===== src/shared/osp_pkg.sv =====
// Purpose: Shared constants for the oscillator select and PLL translation block
// Assumes: AXI4-Lite register access, 32-bit data, 12-bit byte address
// Notes:   Crystal code table gives a PLL target near 400 MHz

package osp_pkg;

    // ------------------------------------------------------------
    // Bus geometry
    // ------------------------------------------------------------
    localparam int ADDR_W = 12;
    localparam int DATA_W = 32;

    // ------------------------------------------------------------
    // Register byte offsets
    // ------------------------------------------------------------
    localparam logic [11:0] RUN_CLOCK_CONFIG_OFF = 12'h060;
    localparam logic [11:0] PLL_TRANSLATION_OFF = 12'h064;

    // ------------------------------------------------------------
    // Run clock config field positions
    // ------------------------------------------------------------
    localparam int MAIN_OSC_OFF_BIT = 0;
    localparam int INTERNAL_OSC_OFF_BIT = 1;
    localparam int OSC_SRC_LSB = 4;
    localparam int OSC_SRC_MSB = 5;
    localparam int CRYSTAL_LSB = 6;
    localparam int CRYSTAL_MSB = 9;

    // ------------------------------------------------------------
    // PLL translation field positions
    // ------------------------------------------------------------
    localparam int PLL_DIV_LSB = 0;
    localparam int PLL_DIV_MSB = 4;
    localparam int PLL_MULT_LSB = 5;
    localparam int PLL_MULT_MSB = 13;

    // ------------------------------------------------------------
    // Reset values
    // ------------------------------------------------------------
    localparam logic [3:0] CRYSTAL_RESET = 4'hb;
    localparam logic [1:0] OSC_SRC_RESET = 2'h1;
    localparam logic INTERNAL_OSC_OFF_RESET = 1'b0;
    localparam logic MAIN_OSC_OFF_RESET = 1'b1;

    // ------------------------------------------------------------
    // Oscillator source encodings
    // ------------------------------------------------------------
    localparam logic [1:0] OSC_SRC_MAIN = 2'h0;
    localparam logic [1:0] OSC_SRC_INTERNAL = 2'h1;
    localparam logic [1:0] OSC_SRC_INTERNAL_DIV4 = 2'h2;

    // ------------------------------------------------------------
    // AXI responses
    // ------------------------------------------------------------
    localparam logic [1:0] RESP_OKAY = 2'h0;
    localparam logic [1:0] RESP_SLVERR = 2'h2;

    // ------------------------------------------------------------
    // Translation table, entry = {multiplier[8:0], divider[4:0]}
    // ------------------------------------------------------------
    // Reserved codes 0..3 translate to zero: the PLL must not be used with them
    localparam logic [13:0] XLAT_TABLE [16] = '{
        14'h0000, 14'h0000, 14'h0000, 14'h0000,
        14'h0e00, 14'h0d80, 14'h1901, 14'h1861,
        14'h1461, 14'h3204, 14'h1381, 14'h1902,
        14'h1862, 14'h1462, 14'h1903, 14'h1863
    };

    typedef enum logic [1:0] {
        OSP_WR_COLLECT = 2'b01,
        OSP_WR_RESP = 2'b10
    } osp_wr_state_e;

    typedef enum logic [1:0] {
        OSP_RD_IDLE = 2'b01,
        OSP_RD_RESP = 2'b10
    } osp_rd_state_e;

endpackage


===== src/design/osp_xlat_rom.sv =====
// Purpose: Crystal code to PLL multiplier and divider lookup
// Assumes: Code input is stable or changes only on clock edges
// Notes:   Read data are registered, one cycle from code to data

`timescale 1ns/1ps

module osp_xlat_rom (
    input wire logic aclk,
    input wire logic aresetn,
    input wire logic [3:0] code,
    output logic [13:0] entry
);

    typedef struct packed {
        logic [13:0] entry;
    } osp_rom_s;

    osp_rom_s state_ff;
    osp_rom_s nxt_state;

    // ------------------------------------------------------------
    // Lookup
    // ------------------------------------------------------------
    always_comb begin
        nxt_state = state_ff;
        nxt_state.entry = osp_pkg::XLAT_TABLE[code];
    end

    // Reset loads the entry of the reset crystal code
    always_ff @(posedge aclk) begin
        if (!aresetn) begin
            state_ff.entry <= osp_pkg::XLAT_TABLE[osp_pkg::CRYSTAL_RESET];
        end else begin
            state_ff <= nxt_state;
        end
    end

    assign entry = state_ff.entry;

endmodule


===== src/design/osp_clock_sel.sv =====
// Purpose: Oscillator source select and crystal to PLL translation registers
// Assumes: AXI4-Lite master, one write and one read outstanding at most
// Notes:   Upper clock fields live elsewhere and read as zero here

`timescale 1ns/1ps

// Operation
// Crystal code 4..F valid, resets to 0xB
// Source select bits 5:4, resets to internal
// Internal oscillator off bit 1, resets 0
// Main oscillator off bit 0, resets 1
// Bits 3:2 always read zero
// Translation loaded at reset, reloaded on change
// PLL output is osc times mult over div+1
// Translation read-only: mult 13:5, div 4:0
// Crystal code bits 9:6, writable, resets 0xB
// Multiplier and divider from fixed lookup table
module osp_clock_sel (
    input wire logic aclk,
    input wire logic aresetn,
    input wire logic [11:0] s_axi_awaddr,
    input wire logic [2:0] s_axi_awprot,
    input wire logic s_axi_awvalid,
    output logic s_axi_awready,
    input wire logic [31:0] s_axi_wdata,
    input wire logic [3:0] s_axi_wstrb,
    input wire logic s_axi_wvalid,
    output logic s_axi_wready,
    output logic [1:0] s_axi_bresp,
    output logic s_axi_bvalid,
    input wire logic s_axi_bready,
    input wire logic [11:0] s_axi_araddr,
    input wire logic [2:0] s_axi_arprot,
    input wire logic s_axi_arvalid,
    output logic s_axi_arready,
    output logic [31:0] s_axi_rdata,
    output logic [1:0] s_axi_rresp,
    output logic s_axi_rvalid,
    input wire logic s_axi_rready,
    output logic [3:0] crystal_freq_code,
    output logic [1:0] osc_src_sel,
    output logic internal_osc_off,
    output logic main_osc_off,
    output logic [8:0] pll_mult,
    output logic [4:0] pll_div
);

    // ------------------------------------------------------------
    // State
    // ------------------------------------------------------------
    typedef struct packed {
        osp_pkg::osp_wr_state_e wr_state;
        osp_pkg::osp_rd_state_e rd_state;
        logic aw_got;
        logic [11:0] aw_addr;
        logic w_got;
        logic [31:0] w_data;
        logic [3:0] w_strb;
        logic awready;
        logic wready;
        logic bvalid;
        logic [1:0] bresp;
        logic arready;
        logic rvalid;
        logic [31:0] rdata;
        logic [1:0] rresp;
        logic [3:0] crystal;
        logic [1:0] osc_src;
        logic int_osc_off;
        logic main_osc_off;
        logic [8:0] mult;
        logic [4:0] div;
    } osp_state_s;

    osp_state_s state_ff;
    osp_state_s nxt_state;

    logic [13:0] xlat_entry;

    // ------------------------------------------------------------
    // Translation lookup
    // ------------------------------------------------------------
    // The table follows the stored crystal code every cycle, so any write that
    // changes the code reloads the translation without a separate trigger.
    osp_xlat_rom u_xlat_rom (
        .aclk(aclk),
        .aresetn(aresetn),
        .code(state_ff.crystal),
        .entry(xlat_entry)
    );

    // ------------------------------------------------------------
    // Register image helpers
    // ------------------------------------------------------------
    function automatic logic [31:0] run_clock_image(input osp_state_s s);
        logic [31:0] img;
        img = 32'h0000_0000;
        img[osp_pkg::CRYSTAL_MSB:osp_pkg::CRYSTAL_LSB] = s.crystal;
        img[osp_pkg::OSC_SRC_MSB:osp_pkg::OSC_SRC_LSB] = s.osc_src;
        img[osp_pkg::INTERNAL_OSC_OFF_BIT] = s.int_osc_off;
        img[osp_pkg::MAIN_OSC_OFF_BIT] = s.main_osc_off;
        return img;
    endfunction

    function automatic logic [31:0] pll_image(input osp_state_s s);
        logic [31:0] img;
        img = 32'h0000_0000;
        img[osp_pkg::PLL_MULT_MSB:osp_pkg::PLL_MULT_LSB] = s.mult;
        img[osp_pkg::PLL_DIV_MSB:osp_pkg::PLL_DIV_LSB] = s.div;
        return img;
    endfunction

    // Only the word index is compared, so byte offsets inside a register alias to it.
    // One-hot result: bit 0 run clock config, bit 1 translation, none when unmapped.
    function automatic logic [1:0] decode_addr(input logic [11:0] addr);
        logic [1:0] hit;
        hit = 2'b00;
        if (addr[11:2] == osp_pkg::RUN_CLOCK_CONFIG_OFF[11:2]) begin
            hit = 2'b01;
        end else if (addr[11:2] == osp_pkg::PLL_TRANSLATION_OFF[11:2]) begin
            hit = 2'b10;
        end
        return hit;
    endfunction

    // ------------------------------------------------------------
    // Next state
    // ------------------------------------------------------------
    always_comb begin
        logic have_aw;
        logic have_w;
        logic [11:0] wr_addr;
        logic [31:0] wr_data;
        logic [3:0] wr_strb;
        logic [31:0] merged;
        logic [31:0] bitmask;
        logic [1:0] wr_hit;
        logic [1:0] rd_hit;
        have_aw = 1'b0;
        have_w = 1'b0;
        wr_addr = 12'h000;
        wr_data = 32'h0000_0000;
        wr_strb = 4'h0;
        merged = 32'h0000_0000;
        bitmask = 32'h0000_0000;
        wr_hit = 2'b00;
        rd_hit = 2'b00;
        nxt_state = state_ff;

        // Translation tracks the lookup output; software cannot write it
        nxt_state.mult = xlat_entry[13:5];
        nxt_state.div = xlat_entry[4:0];

        // Write channel
        case (state_ff.wr_state)
            osp_pkg::OSP_WR_COLLECT: begin
                have_aw = state_ff.aw_got || (s_axi_awvalid && state_ff.awready);
                have_w = state_ff.w_got || (s_axi_wvalid && state_ff.wready);
                wr_addr = state_ff.aw_got ? state_ff.aw_addr : s_axi_awaddr;
                wr_data = state_ff.w_got ? state_ff.w_data : s_axi_wdata;
                wr_strb = state_ff.w_got ? state_ff.w_strb : s_axi_wstrb;
                if (s_axi_awvalid && state_ff.awready) begin
                    nxt_state.aw_got = 1'b1;
                    nxt_state.aw_addr = s_axi_awaddr;
                end
                if (s_axi_wvalid && state_ff.wready) begin
                    nxt_state.w_got = 1'b1;
                    nxt_state.w_data = s_axi_wdata;
                    nxt_state.w_strb = s_axi_wstrb;
                end
                if (have_aw && have_w) begin
                    nxt_state.aw_got = 1'b0;
                    nxt_state.w_got = 1'b0;
                    nxt_state.bvalid = 1'b1;
                    nxt_state.wr_state = osp_pkg::OSP_WR_RESP;
                    nxt_state.bresp = osp_pkg::RESP_OKAY;
                    // Byte enables decide which stored bits a write may touch
                    for (int b = 0; b < 4; b++) begin
                        bitmask[b*8 +: 8] = {8{wr_strb[b]}};
                    end
                    merged = (wr_data & bitmask) | (run_clock_image(state_ff) & ~bitmask);
                    wr_hit = decode_addr(wr_addr);
                    if (wr_hit[0]) begin
                        nxt_state.crystal = merged[osp_pkg::CRYSTAL_MSB:osp_pkg::CRYSTAL_LSB];
                        nxt_state.osc_src = merged[osp_pkg::OSC_SRC_MSB:osp_pkg::OSC_SRC_LSB];
                        nxt_state.int_osc_off = merged[osp_pkg::INTERNAL_OSC_OFF_BIT];
                        nxt_state.main_osc_off = merged[osp_pkg::MAIN_OSC_OFF_BIT];
                    end else if (wr_hit[1]) begin
                        // Read-only: the write is accepted and dropped
                        nxt_state.bresp = osp_pkg::RESP_OKAY;
                    end else begin
                        nxt_state.bresp = osp_pkg::RESP_SLVERR;
                    end
                end
            end
            osp_pkg::OSP_WR_RESP: begin
                if (s_axi_bready) begin
                    nxt_state.bvalid = 1'b0;
                    nxt_state.wr_state = osp_pkg::OSP_WR_COLLECT;
                end
            end
            default: begin
                // A corrupted state code falls back to collecting with nothing pending
                nxt_state.wr_state = osp_pkg::OSP_WR_COLLECT;
                nxt_state.bresp = osp_pkg::RESP_OKAY;
                nxt_state.bvalid = 1'b0;
                nxt_state.aw_got = 1'b0;
                nxt_state.w_got = 1'b0;
            end
        endcase

        // Each ready drops while its own half is held or a response is pending
        nxt_state.awready = (nxt_state.wr_state == osp_pkg::OSP_WR_COLLECT) && !nxt_state.aw_got;
        nxt_state.wready = (nxt_state.wr_state == osp_pkg::OSP_WR_COLLECT) && !nxt_state.w_got;

        // Read channel
        case (state_ff.rd_state)
            osp_pkg::OSP_RD_IDLE: begin
                if (s_axi_arvalid && state_ff.arready) begin
                    nxt_state.rvalid = 1'b1;
                    nxt_state.arready = 1'b0;
                    nxt_state.rd_state = osp_pkg::OSP_RD_RESP;
                    nxt_state.rresp = osp_pkg::RESP_OKAY;
                    rd_hit = decode_addr(s_axi_araddr);
                    if (rd_hit[0]) begin
                        nxt_state.rdata = run_clock_image(state_ff);
                    end else if (rd_hit[1]) begin
                        nxt_state.rdata = pll_image(state_ff);
                    end else begin
                        nxt_state.rdata = 32'h0000_0000;
                        nxt_state.rresp = osp_pkg::RESP_SLVERR;
                    end
                end
            end
            osp_pkg::OSP_RD_RESP: begin
                if (s_axi_rready) begin
                    nxt_state.rvalid = 1'b0;
                    nxt_state.arready = 1'b1;
                    nxt_state.rd_state = osp_pkg::OSP_RD_IDLE;
                end
            end
            default: begin
                // Same recovery as the write side: idle, no stale read data kept
                nxt_state.rd_state = osp_pkg::OSP_RD_IDLE;
                nxt_state.rdata = 32'h0000_0000;
                nxt_state.rresp = osp_pkg::RESP_OKAY;
                nxt_state.rvalid = 1'b0;
                nxt_state.arready = 1'b1;
            end
        endcase
    end

    // ------------------------------------------------------------
    // Registers
    // ------------------------------------------------------------
    always_ff @(posedge aclk) begin
        if (!aresetn) begin
            state_ff.wr_state <= osp_pkg::OSP_WR_COLLECT;
            state_ff.rd_state <= osp_pkg::OSP_RD_IDLE;
            state_ff.aw_got <= 1'b0;
            state_ff.aw_addr <= 12'h000;
            state_ff.w_got <= 1'b0;
            state_ff.w_data <= 32'h0000_0000;
            state_ff.w_strb <= 4'h0;
            state_ff.awready <= 1'b1;
            state_ff.wready <= 1'b1;
            state_ff.bvalid <= 1'b0;
            state_ff.bresp <= osp_pkg::RESP_OKAY;
            state_ff.arready <= 1'b1;
            state_ff.rvalid <= 1'b0;
            state_ff.rdata <= 32'h0000_0000;
            state_ff.rresp <= osp_pkg::RESP_OKAY;
            state_ff.crystal <= osp_pkg::CRYSTAL_RESET;
            state_ff.osc_src <= osp_pkg::OSC_SRC_RESET;
            state_ff.int_osc_off <= osp_pkg::INTERNAL_OSC_OFF_RESET;
            state_ff.main_osc_off <= osp_pkg::MAIN_OSC_OFF_RESET;
            // Reset sequence loads the translation of the reset crystal code
            state_ff.mult <= osp_pkg::XLAT_TABLE[osp_pkg::CRYSTAL_RESET][13:5];
            state_ff.div <= osp_pkg::XLAT_TABLE[osp_pkg::CRYSTAL_RESET][4:0];
        end else begin
            state_ff <= nxt_state;
        end
    end

    // ------------------------------------------------------------
    // Outputs
    // ------------------------------------------------------------
    assign s_axi_awready = state_ff.awready;
    assign s_axi_wready = state_ff.wready;
    assign s_axi_bvalid = state_ff.bvalid;
    assign s_axi_bresp = state_ff.bresp;
    assign s_axi_arready = state_ff.arready;
    assign s_axi_rvalid = state_ff.rvalid;
    assign s_axi_rdata = state_ff.rdata;
    assign s_axi_rresp = state_ff.rresp;
    assign crystal_freq_code = state_ff.crystal;
    assign osc_src_sel = state_ff.osc_src;
    assign internal_osc_off = state_ff.int_osc_off;
    assign main_osc_off = state_ff.main_osc_off;
    assign pll_mult = state_ff.mult;
    assign pll_div = state_ff.div;

endmodule


===== config.mk =====
export PLATFORM = sky130hd
export DESIGN_NAME = osp_clock_sel
export DESIGN_NICKNAME = d
export VERILOG_FILES = /design/src/shared/osp_pkg.sv /design/src/design/osp_xlat_rom.sv /design/src/design/osp_clock_sel.sv
export SDC_FILE = /design/constraint.sdc
export NUM_CORES = 1
export LEC_CHECK = 0
export BUFFER_PORTS_ARGS = -buffer_cell sky130_fd_sc_hd__buf_4
export CAP_MARGIN = 20
export CORE_ASPECT_RATIO = 2
export CORE_UTILIZATION = 40
export DETAILED_ROUTE_END_ITERATION = 16
export PLACE_DENSITY_LB_ADDON = 0.1
export SYNTH_ARGS = -nofsm -noshare
export SYNTH_HDL_FRONTEND = slang
export SYNTH_SLANG_ARGS = --single-unit

===== constraint.sdc =====
create_clock -name aclk -period 2.3 [get_ports aclk]
set_clock_uncertainty 0.1 [all_clocks]
set_input_delay 0.345 -clock aclk [delete_from_list [all_inputs] [get_ports aclk]]
set_output_delay 0.345 -clock aclk [all_outputs]
set_load 0.01 [all_outputs]

==> results.py, run 1 <==
metrics = {
    "logic_synthesis": {
        "synth_cell_type_count": 41,
        "syn-cell-area_um2": 3430,
        "syn_area_per_cell_um2": 8.95,
        "synth-seq-cells": 71,
        "synthCells": 383,
        "synth_ff_type": "dfxtp_1",
        "ys_seq_area_frac": 0.415,
        "synth-edff-count": 0,
        "ys_warn_count": 0,
        "synthArstFlopShare": 0,
    },
    "clock_tree": {
        "cts_tree": "yes",
        "clk_pin_slew_ns": 0.05,
        "cts_setup_buffers": 0,
        "clockBufferDepth": 2,
        "cts-htree-levels": 3,
        "holdBufCountCts": 0,
        "clk_latency_ns": 0.32,
        "cts_root_buf": "clkbuf_16",
        "cts_inserted_buffers": 9,
        "clock-sinks": 71,
        "cts_resized": 0,
    },
    "floorplanning": {
        "io_pins": 136,
        "die_x_um": 67.5,
        "rows": 47,
        "core_area_um2": 8290,
        "initial_utilization": 0.413,
        "die_h_um": 133,
        "die-area_um2": 8970,
    },
    "placed_design": {
        "placed_area_um2": 3780,
        "routabilityCongestion": 0.748,
        "dp_hpwl_um": 5300,
        "port_buffers": 76,
    },
    "grt": {
        "grt_pass1_vias": 2516,
        "gr-total-overflow": 0,
        "antenna_found_initial": 0,
        "track_usage": 0.165,
        "grt_pass1_wl_um": 11200,
        "grt_max_degree": 53,
    },
    "finish": {
        "fin_nets": 506,
        "syn2layout_area_growth_pct": 19.3,
        "antenna_cells": 0,
        "finalInstanceArea_um2": 4090,
        "layout-drive-gt1-share": 0.262,
    },
    "worst_setup_path": {
        "crit_required_ns": 2.46,
        "cp_max_fo": 9,
        "crit_path_end_kind": "register",
        "cp-start-kind": "register",
        "arrival_ns": 2.03,
        "path_class": "register to register",
    },
    "detailed_routing": {
        "vias": 2555,
        "drt-pass1-iter-count": 4,
        "avgViaCountPerCell": 4.82,
        "wirelength_um": 6860,
        "drc": 0,
        "ant_nets": 0,
        "drtIter0Drc": 95,
        "wl_per_cell_um": 12.9,
    },
    "sta": {
        "hold_violations": 0,
        "period_minus_slack_ns": 1.86,
        "period_share": 0.811,
        "drv_slew": 0,
        "grt_setup_unrepaired": "no",
        "fin_tns_setup_ns": 0,
        "setup_viol": 0,
        "fmax_mhz": 536,
    },
    "pwr": {
        "p_sw_uw": 952,
        "p_clk_frac": 0.403,
        "p_seq_frac": 0.401,
        "internal_power_uw": 2600,
        "p_sw_frac": 0.268,
        "irDropWorstVdd_mv": 0.516,
        "p_comb_frac": 0.195,
        "power.density_nw_per_um2": 869,
        "p_leak_uw": 0.00175,
    },
    "run": {
        "maxCapViolCount": 0,
    },
    "hold_path": {
        "min_path_type": "input pin to register",
    },
    "outcome": {
        "outcome": "finished, final reports clean",
    },
}
[critical path: stages (launching register included)]
cell and delay, ns:
dfxtp_1 0.33, inv_1 0.10, ha_1 0.31, or4b_1 0.47, or3_1 0.35, a21boi_2 0.13
[synth_stat cells, drive strengths merged, types with 8 or more instances]
| cell | count | share of area |
|---|---|---|
| nand2b | 12 | 0.022 |
| inv | 10 | 0.011 |
| buf | 59 | 0.13 |
| and2 | 8 | 0.015 |
| mux2 | 8 | 0.027 |
| nor2b | 16 | 0.029 |
| a21boi | 22 | 0.049 |
| clkbuf | 14 | 0.015 |
| dfxtp | 71 | 0.41 |
| nand2 | 63 | 0.069 |
| mux2i | 13 | 0.038 |
| a22oi | 8 | 0.018 |
| o21ai | 15 | 0.022 |
| nand3 | 8 | 0.012 |
[power by group through the flow]
stage	sequential [µW]	clock, µW	combinational [µW]
finish	1430	1430	694
global route	1440	1530	786
CTS	1430	1480	707
detailed placement	1450	0	704
global placement	1450	0	692
floorplan	1450	0	510
[area by class of cell]
cell class              count  area, µm²
multi-input cells         251       1570
fillers                   818       4200
inverters                  10       37.5
repair buffers             84        631
flip-flops and latches     71       1420
clock buffers              10        229
well taps                  98        123
clock inverters             6       85.1
[layout by cell type (no fill, tap or decap), types with 2 or more instances in the layout]
cell type and count:
conb_1 23, o21a_1 2, clkinvlp_4 2, ha_1 6, clkinv_2 2, bufinv_16 2, o21ai_0 15, a21oi_1 3
clkbuf_16 9, a21oi_2 2, nand3_1 8, nand2b_1 12, a22oi_1 8, and2_1 8, nand2_1 63, a32oi_1 6
buf_4 84, nor3_1 3, dfxtp_1 71, mux2_2 7, nor2_1 7, and3_1 3, mux2i_1 13, and4b_1 2
nor2b_1 16, nor4b_1 4, o211ai_1 6, inv_1 10, a21boi_0 21
[logic make-up (layout without fill, tap and decap cells)]
family / Yosys count / count (layout) / share of synthesized area
and+or+nand+nor: 133 / 133 / 0.201
adders and majority gates: 6 / 6 / 0.0219
muxes: 21 / 21 / 0.0653
DFF: 71 / 71 / 0.415
other: 1 / 23 / 0.00109
AOI/OAI and AO/OA: 68 / 68 / 0.143
buffers and inverters: 83 / 110 / 0.153
[worst paths after layout]
check / endpoint / startpoint / cells after the start / slack [ns]
worst max register to register: s_axi_bresp[1] / state_ff[116] / 5 / 0.44
worst min-delay path: state_ff[63] / s_axi_wstrb[0] / 3 / 0.18
worst max-delay path: s_axi_bresp[1] / state_ff[116] / 5 / 0.44
worst min register to register: pll_mult[3] / u_xlat_rom.entry[8] / 1 / 0.30
[through the flow]
step	power, µW	instances	hold slack (ns)	utilization	setup slack (ns)
final	3560	530	0.183	0.493	0.435
after global routing	3760	530	0.185	0.493	0.286
after CTS	3610	530	0.174	0.493	0.420
after detailed placement	2160	514	0.294	0.456	0.352
after global placement	2140	514	0.289	0.456	0.413
after floorplan	1960	405	0.286	-	0.518
[layer usage]
metal  vias up  GRT usage  wire (µm)
met3         2     0.0500        354
met2        67      0.308       3950
met1      1180      0.154       2510
met5         -          0          0
met4         0     0.0674         46
li1       1306          -          -
(Power assumes the default switching activity.)
==> inputs of run 2 (changes only) <==
--- a/config.mk
+++ b/config.mk
@@ -5,6 +5,7 @@
 export SDC_FILE = /design/constraint.sdc
 export NUM_CORES = 1
 export LEC_CHECK = 0
+export ABC_AREA = 1
 export BUFFER_PORTS_ARGS = -buffer_cell sky130_fd_sc_hd__buf_4
 export CAP_MARGIN = 20
 export CORE_ASPECT_RATIO = 2
==> constraint.sdc (replaced) <==
create_clock -name aclk -period 1.7 [get_ports aclk]
set_clock_uncertainty 0.1 [all_clocks]
set_input_delay 0.255 -clock aclk [delete_from_list [all_inputs] [get_ports aclk]]
set_output_delay 0.255 -clock aclk [all_outputs]
set_load 0.01 [all_outputs]
==> run 2 against run 1 <==
  * First-iteration DRC count decreased by 21%
  * Non-clock buffer count increased by 1
  * Power increased by 36%
  * Sequential cell count unchanged
  * Utilization decreased by 1.0 points
  * Via count increased by 12%
  * Critical endpoint is now s_axi_awready
  * Clock power increased by 17%
  * Synthesized cell count increased by 22%
  * Cell count increased by 17%
  * Wire length increased by 6.0%
  * Fmax increased by 22%
  * Design area increased by 1.4%
  * Critical path type unchanged
==> results.py, run 2 <==
metrics = {
    "outcome": {
        "outcome": "finished, final reports clean",
    },
    "logic_synthesis": {
        "synth-edff-count": 0,
        "syn_area_per_cell_um2": 7.52,
        "synth_cell_type_count": 36,
        "synthCells": 469,
        "yosysMostFrequentCell": "nand2_1",
        "ys_seq_area_frac": 0.403,
        "synthArstFlopShare": 0,
        "yosysTopAreaCellShare": 0.403,
        "synth_top_cells_by_area": "dfxtp_1 (40%), buf_4 (12%), nand2_1 (8.6%), a21oi_1 (5.8%), inv_1 (5.7%)",
        "ys_top_cells_by_count": "nand2_1 (81), dfxtp_1 (71), buf_4 (57), inv_1 (54), nor2_1 (42)",
        "synth_ff_type": "dfxtp_1",
        "syn-cell-area_um2": 3530,
        "yosysTopAreaCell": "dfxtp_1",
        "ys_warn_count": 0,
        "synth-seq-cells": 71,
    },
    "worst_setup_path": {
        "crit_required_ns": 1.82,
        "path_class": "register to register",
        "arrival_ns": 1.64,
        "crit_path_end_kind": "register",
        "cp-start-kind": "register",
        "cp_max_fo": 4,
    },
    "pwr": {
        "p_clk_frac": 0.345,
        "p_sw_frac": 0.303,
        "p_leak_uw": 0.00196,
        "p_sw_uw": 1470,
        "internal_power_uw": 3380,
        "p_comb_frac": 0.239,
        "p_seq_frac": 0.416,
        "power.total_uw": 4850,
        "irDropWorstVdd_mv": 0.776,
        "power.density_nw_per_um2": 1170,
    },
    "clock_tree": {
        "clk_latency_ns": 0.33,
        "clockBufferDepth": 2,
        "clock-sinks": 71,
        "cts_inserted_buffers": 9,
        "cts-htree-levels": 3,
        "clk_pin_slew_ns": 0.05,
        "holdBufCountCts": 0,
        "cts_root_buf": "clkbuf_16",
        "cts_tree": "yes",
    },
    "grt": {
        "gr-total-overflow": 0,
        "antenna_found_initial": 0,
        "grt_pass1_vias": 2657,
        "grt_max_degree": 31,
        "grt_pass1_wl_um": 11600,
        "track_usage": 0.172,
    },
    "detailed_routing": {
        "drt-pass1-iter-count": 4,
        "avgViaCountPerCell": 4.63,
        "vias": 2868,
        "drtIter0Drc": 75,
        "ant_nets": 0,
        "wl_per_cell_um": 11.7,
        "drc": 0,
        "wirelength_um": 7270,
    },
    "floorplanning": {
        "die_x_um": 68.4,
        "core_area_um2": 8590,
        "die-area_um2": 9220,
        "rows": 48,
        "io_pins": 136,
        "initial_utilization": 0.411,
        "die_h_um": 135,
    },
    "finish": {
        "nFillCells": 920,
        "stdcell_count": 619,
        "final_cell_mix": "buf_4 (85), nand2_1 (81), dfxtp_1 (71), inv_1 (54), nor2_1 (42)",
        "layout-drive-gt1-share": 0.233,
        "fin_nets": 595,
        "register_area_um2": 1420,
        "syn2layout_area_growth_pct": 17.6,
        "multiInputGateArea_um2": 1480,
        "final_common_cell": "buf_4",
        "antenna_cells": 0,
    },
    "sta": {
        "period_minus_slack_ns": 1.52,
        "fin_tns_setup_ns": 0,
        "hold_violations": 0,
        "drv_slew": 0,
        "grt_setup_unrepaired": "no",
        "period_share": 0.897,
        "setup_viol": 0,
        "fmax_mhz": 656,
    },
    "placed_design": {
        "routabilityCongestion": 0.784,
        "port_buffers": 76,
        "dp_hpwl_um": 5680,
        "dp.cells": 605,
    },
    "hold_path": {
        "min_path_type": "input pin to register",
    },
    "run": {
        "maxCapViolCount": 0,
    },
}
-- run 2: routing by layer --
layer,track usage,vias to the layer above,share of wire
li1,-,1505,-
met1,0.159,1285,0.37
met2,0.325,65,0.57
met3,0.0321,13,0.041
met4,0.101,0,0.022
met5,0,-,0
-- run 2: cell families (layout without fill, tap and decap cells) --
family	after synthesis	in the layout	share of synthesized area
other	1	23	0.00106
adder cells (fa/ha/maj)	6	6	0.0213
buffers and inverters	128	156	0.202
AND/OR/NAND/NOR	175	175	0.235
flip-flops	71	71	0.403
AO/OA/AOI/OAI	85	85	0.129
multiplexers	3	3	0.00852
-- run 2: cell type report --
type	instances	area share
multi-input combinational	292	0.356
sequential	71	0.343
timing repair buffer	85	0.154
clock buffer	13	0.0627
inverter	57	0.0534
tap	100	0.0302
clock inverter	1	0.00121
-- run 2: final timing paths --
kind / slack [ns] / start / endpoint / cells after the start
worst min-delay path: 0.09 / s_axi_bready / state_ff[115] / 3
worst min register to register: 0.31 / u_xlat_rom.entry[11] / pll_mult[6] / 1
worst max-delay path: 0.18 / state_ff[115] / s_axi_awready / 9
worst max register to register: 0.18 / state_ff[115] / s_axi_awready / 9
-- run 2: power groups by stage --
| stage | sequential (µW) | clock, µW | combinational, µW |
|---|---|---|---|
| after floorplan | 2030 | 0 | 901 |
| after global placement | 2040 | 0 | 1150 |
| after detailed placement | 2050 | 0 | 1170 |
| after CTS | 2020 | 1720 | 1180 |
| after global routing | 2050 | 1800 | 1320 |
| final | 2020 | 1670 | 1160 |
-- run 2: worst max-delay path: stages (launching register included) --
cell     delay, ns
dfxtp_1       0.32
inv_1         0.06
ha_2          0.19
inv_1         0.07
nor2_1        0.12
nor2_1        0.08
nor2_1        0.11
o21ai_0       0.11
o21ai_1       0.19
nor2_1        0.06
-- run 2: what timing repair did --
action / in CTS / in global routing
setup buffers: 0 / 0
setup endpoints to repair: 0 / 2
gates resized for setup: 0 / 1
-- run 2: per-stage QoR --
| stage | setup WS (ns) | hold WS (ns) | instance area, µm² | utilization |
|---|---|---|---|---|
| 2_1_floorplan | 0.351 | 0.258 | 3610 | - |
| 3_3_place_gp | 0.175 | 0.294 | 3880 | 0.452 |
| 3_5_place_dp | 0.181 | 0.297 | 3880 | 0.452 |
| 4_1_cts | 0.146 | 0.0885 | 4150 | 0.483 |
| 5_1_grt | 0.0177 | 0.0998 | 4150 | 0.483 |
| 6_report | 0.175 | 0.0922 | 4150 | 0.483 |
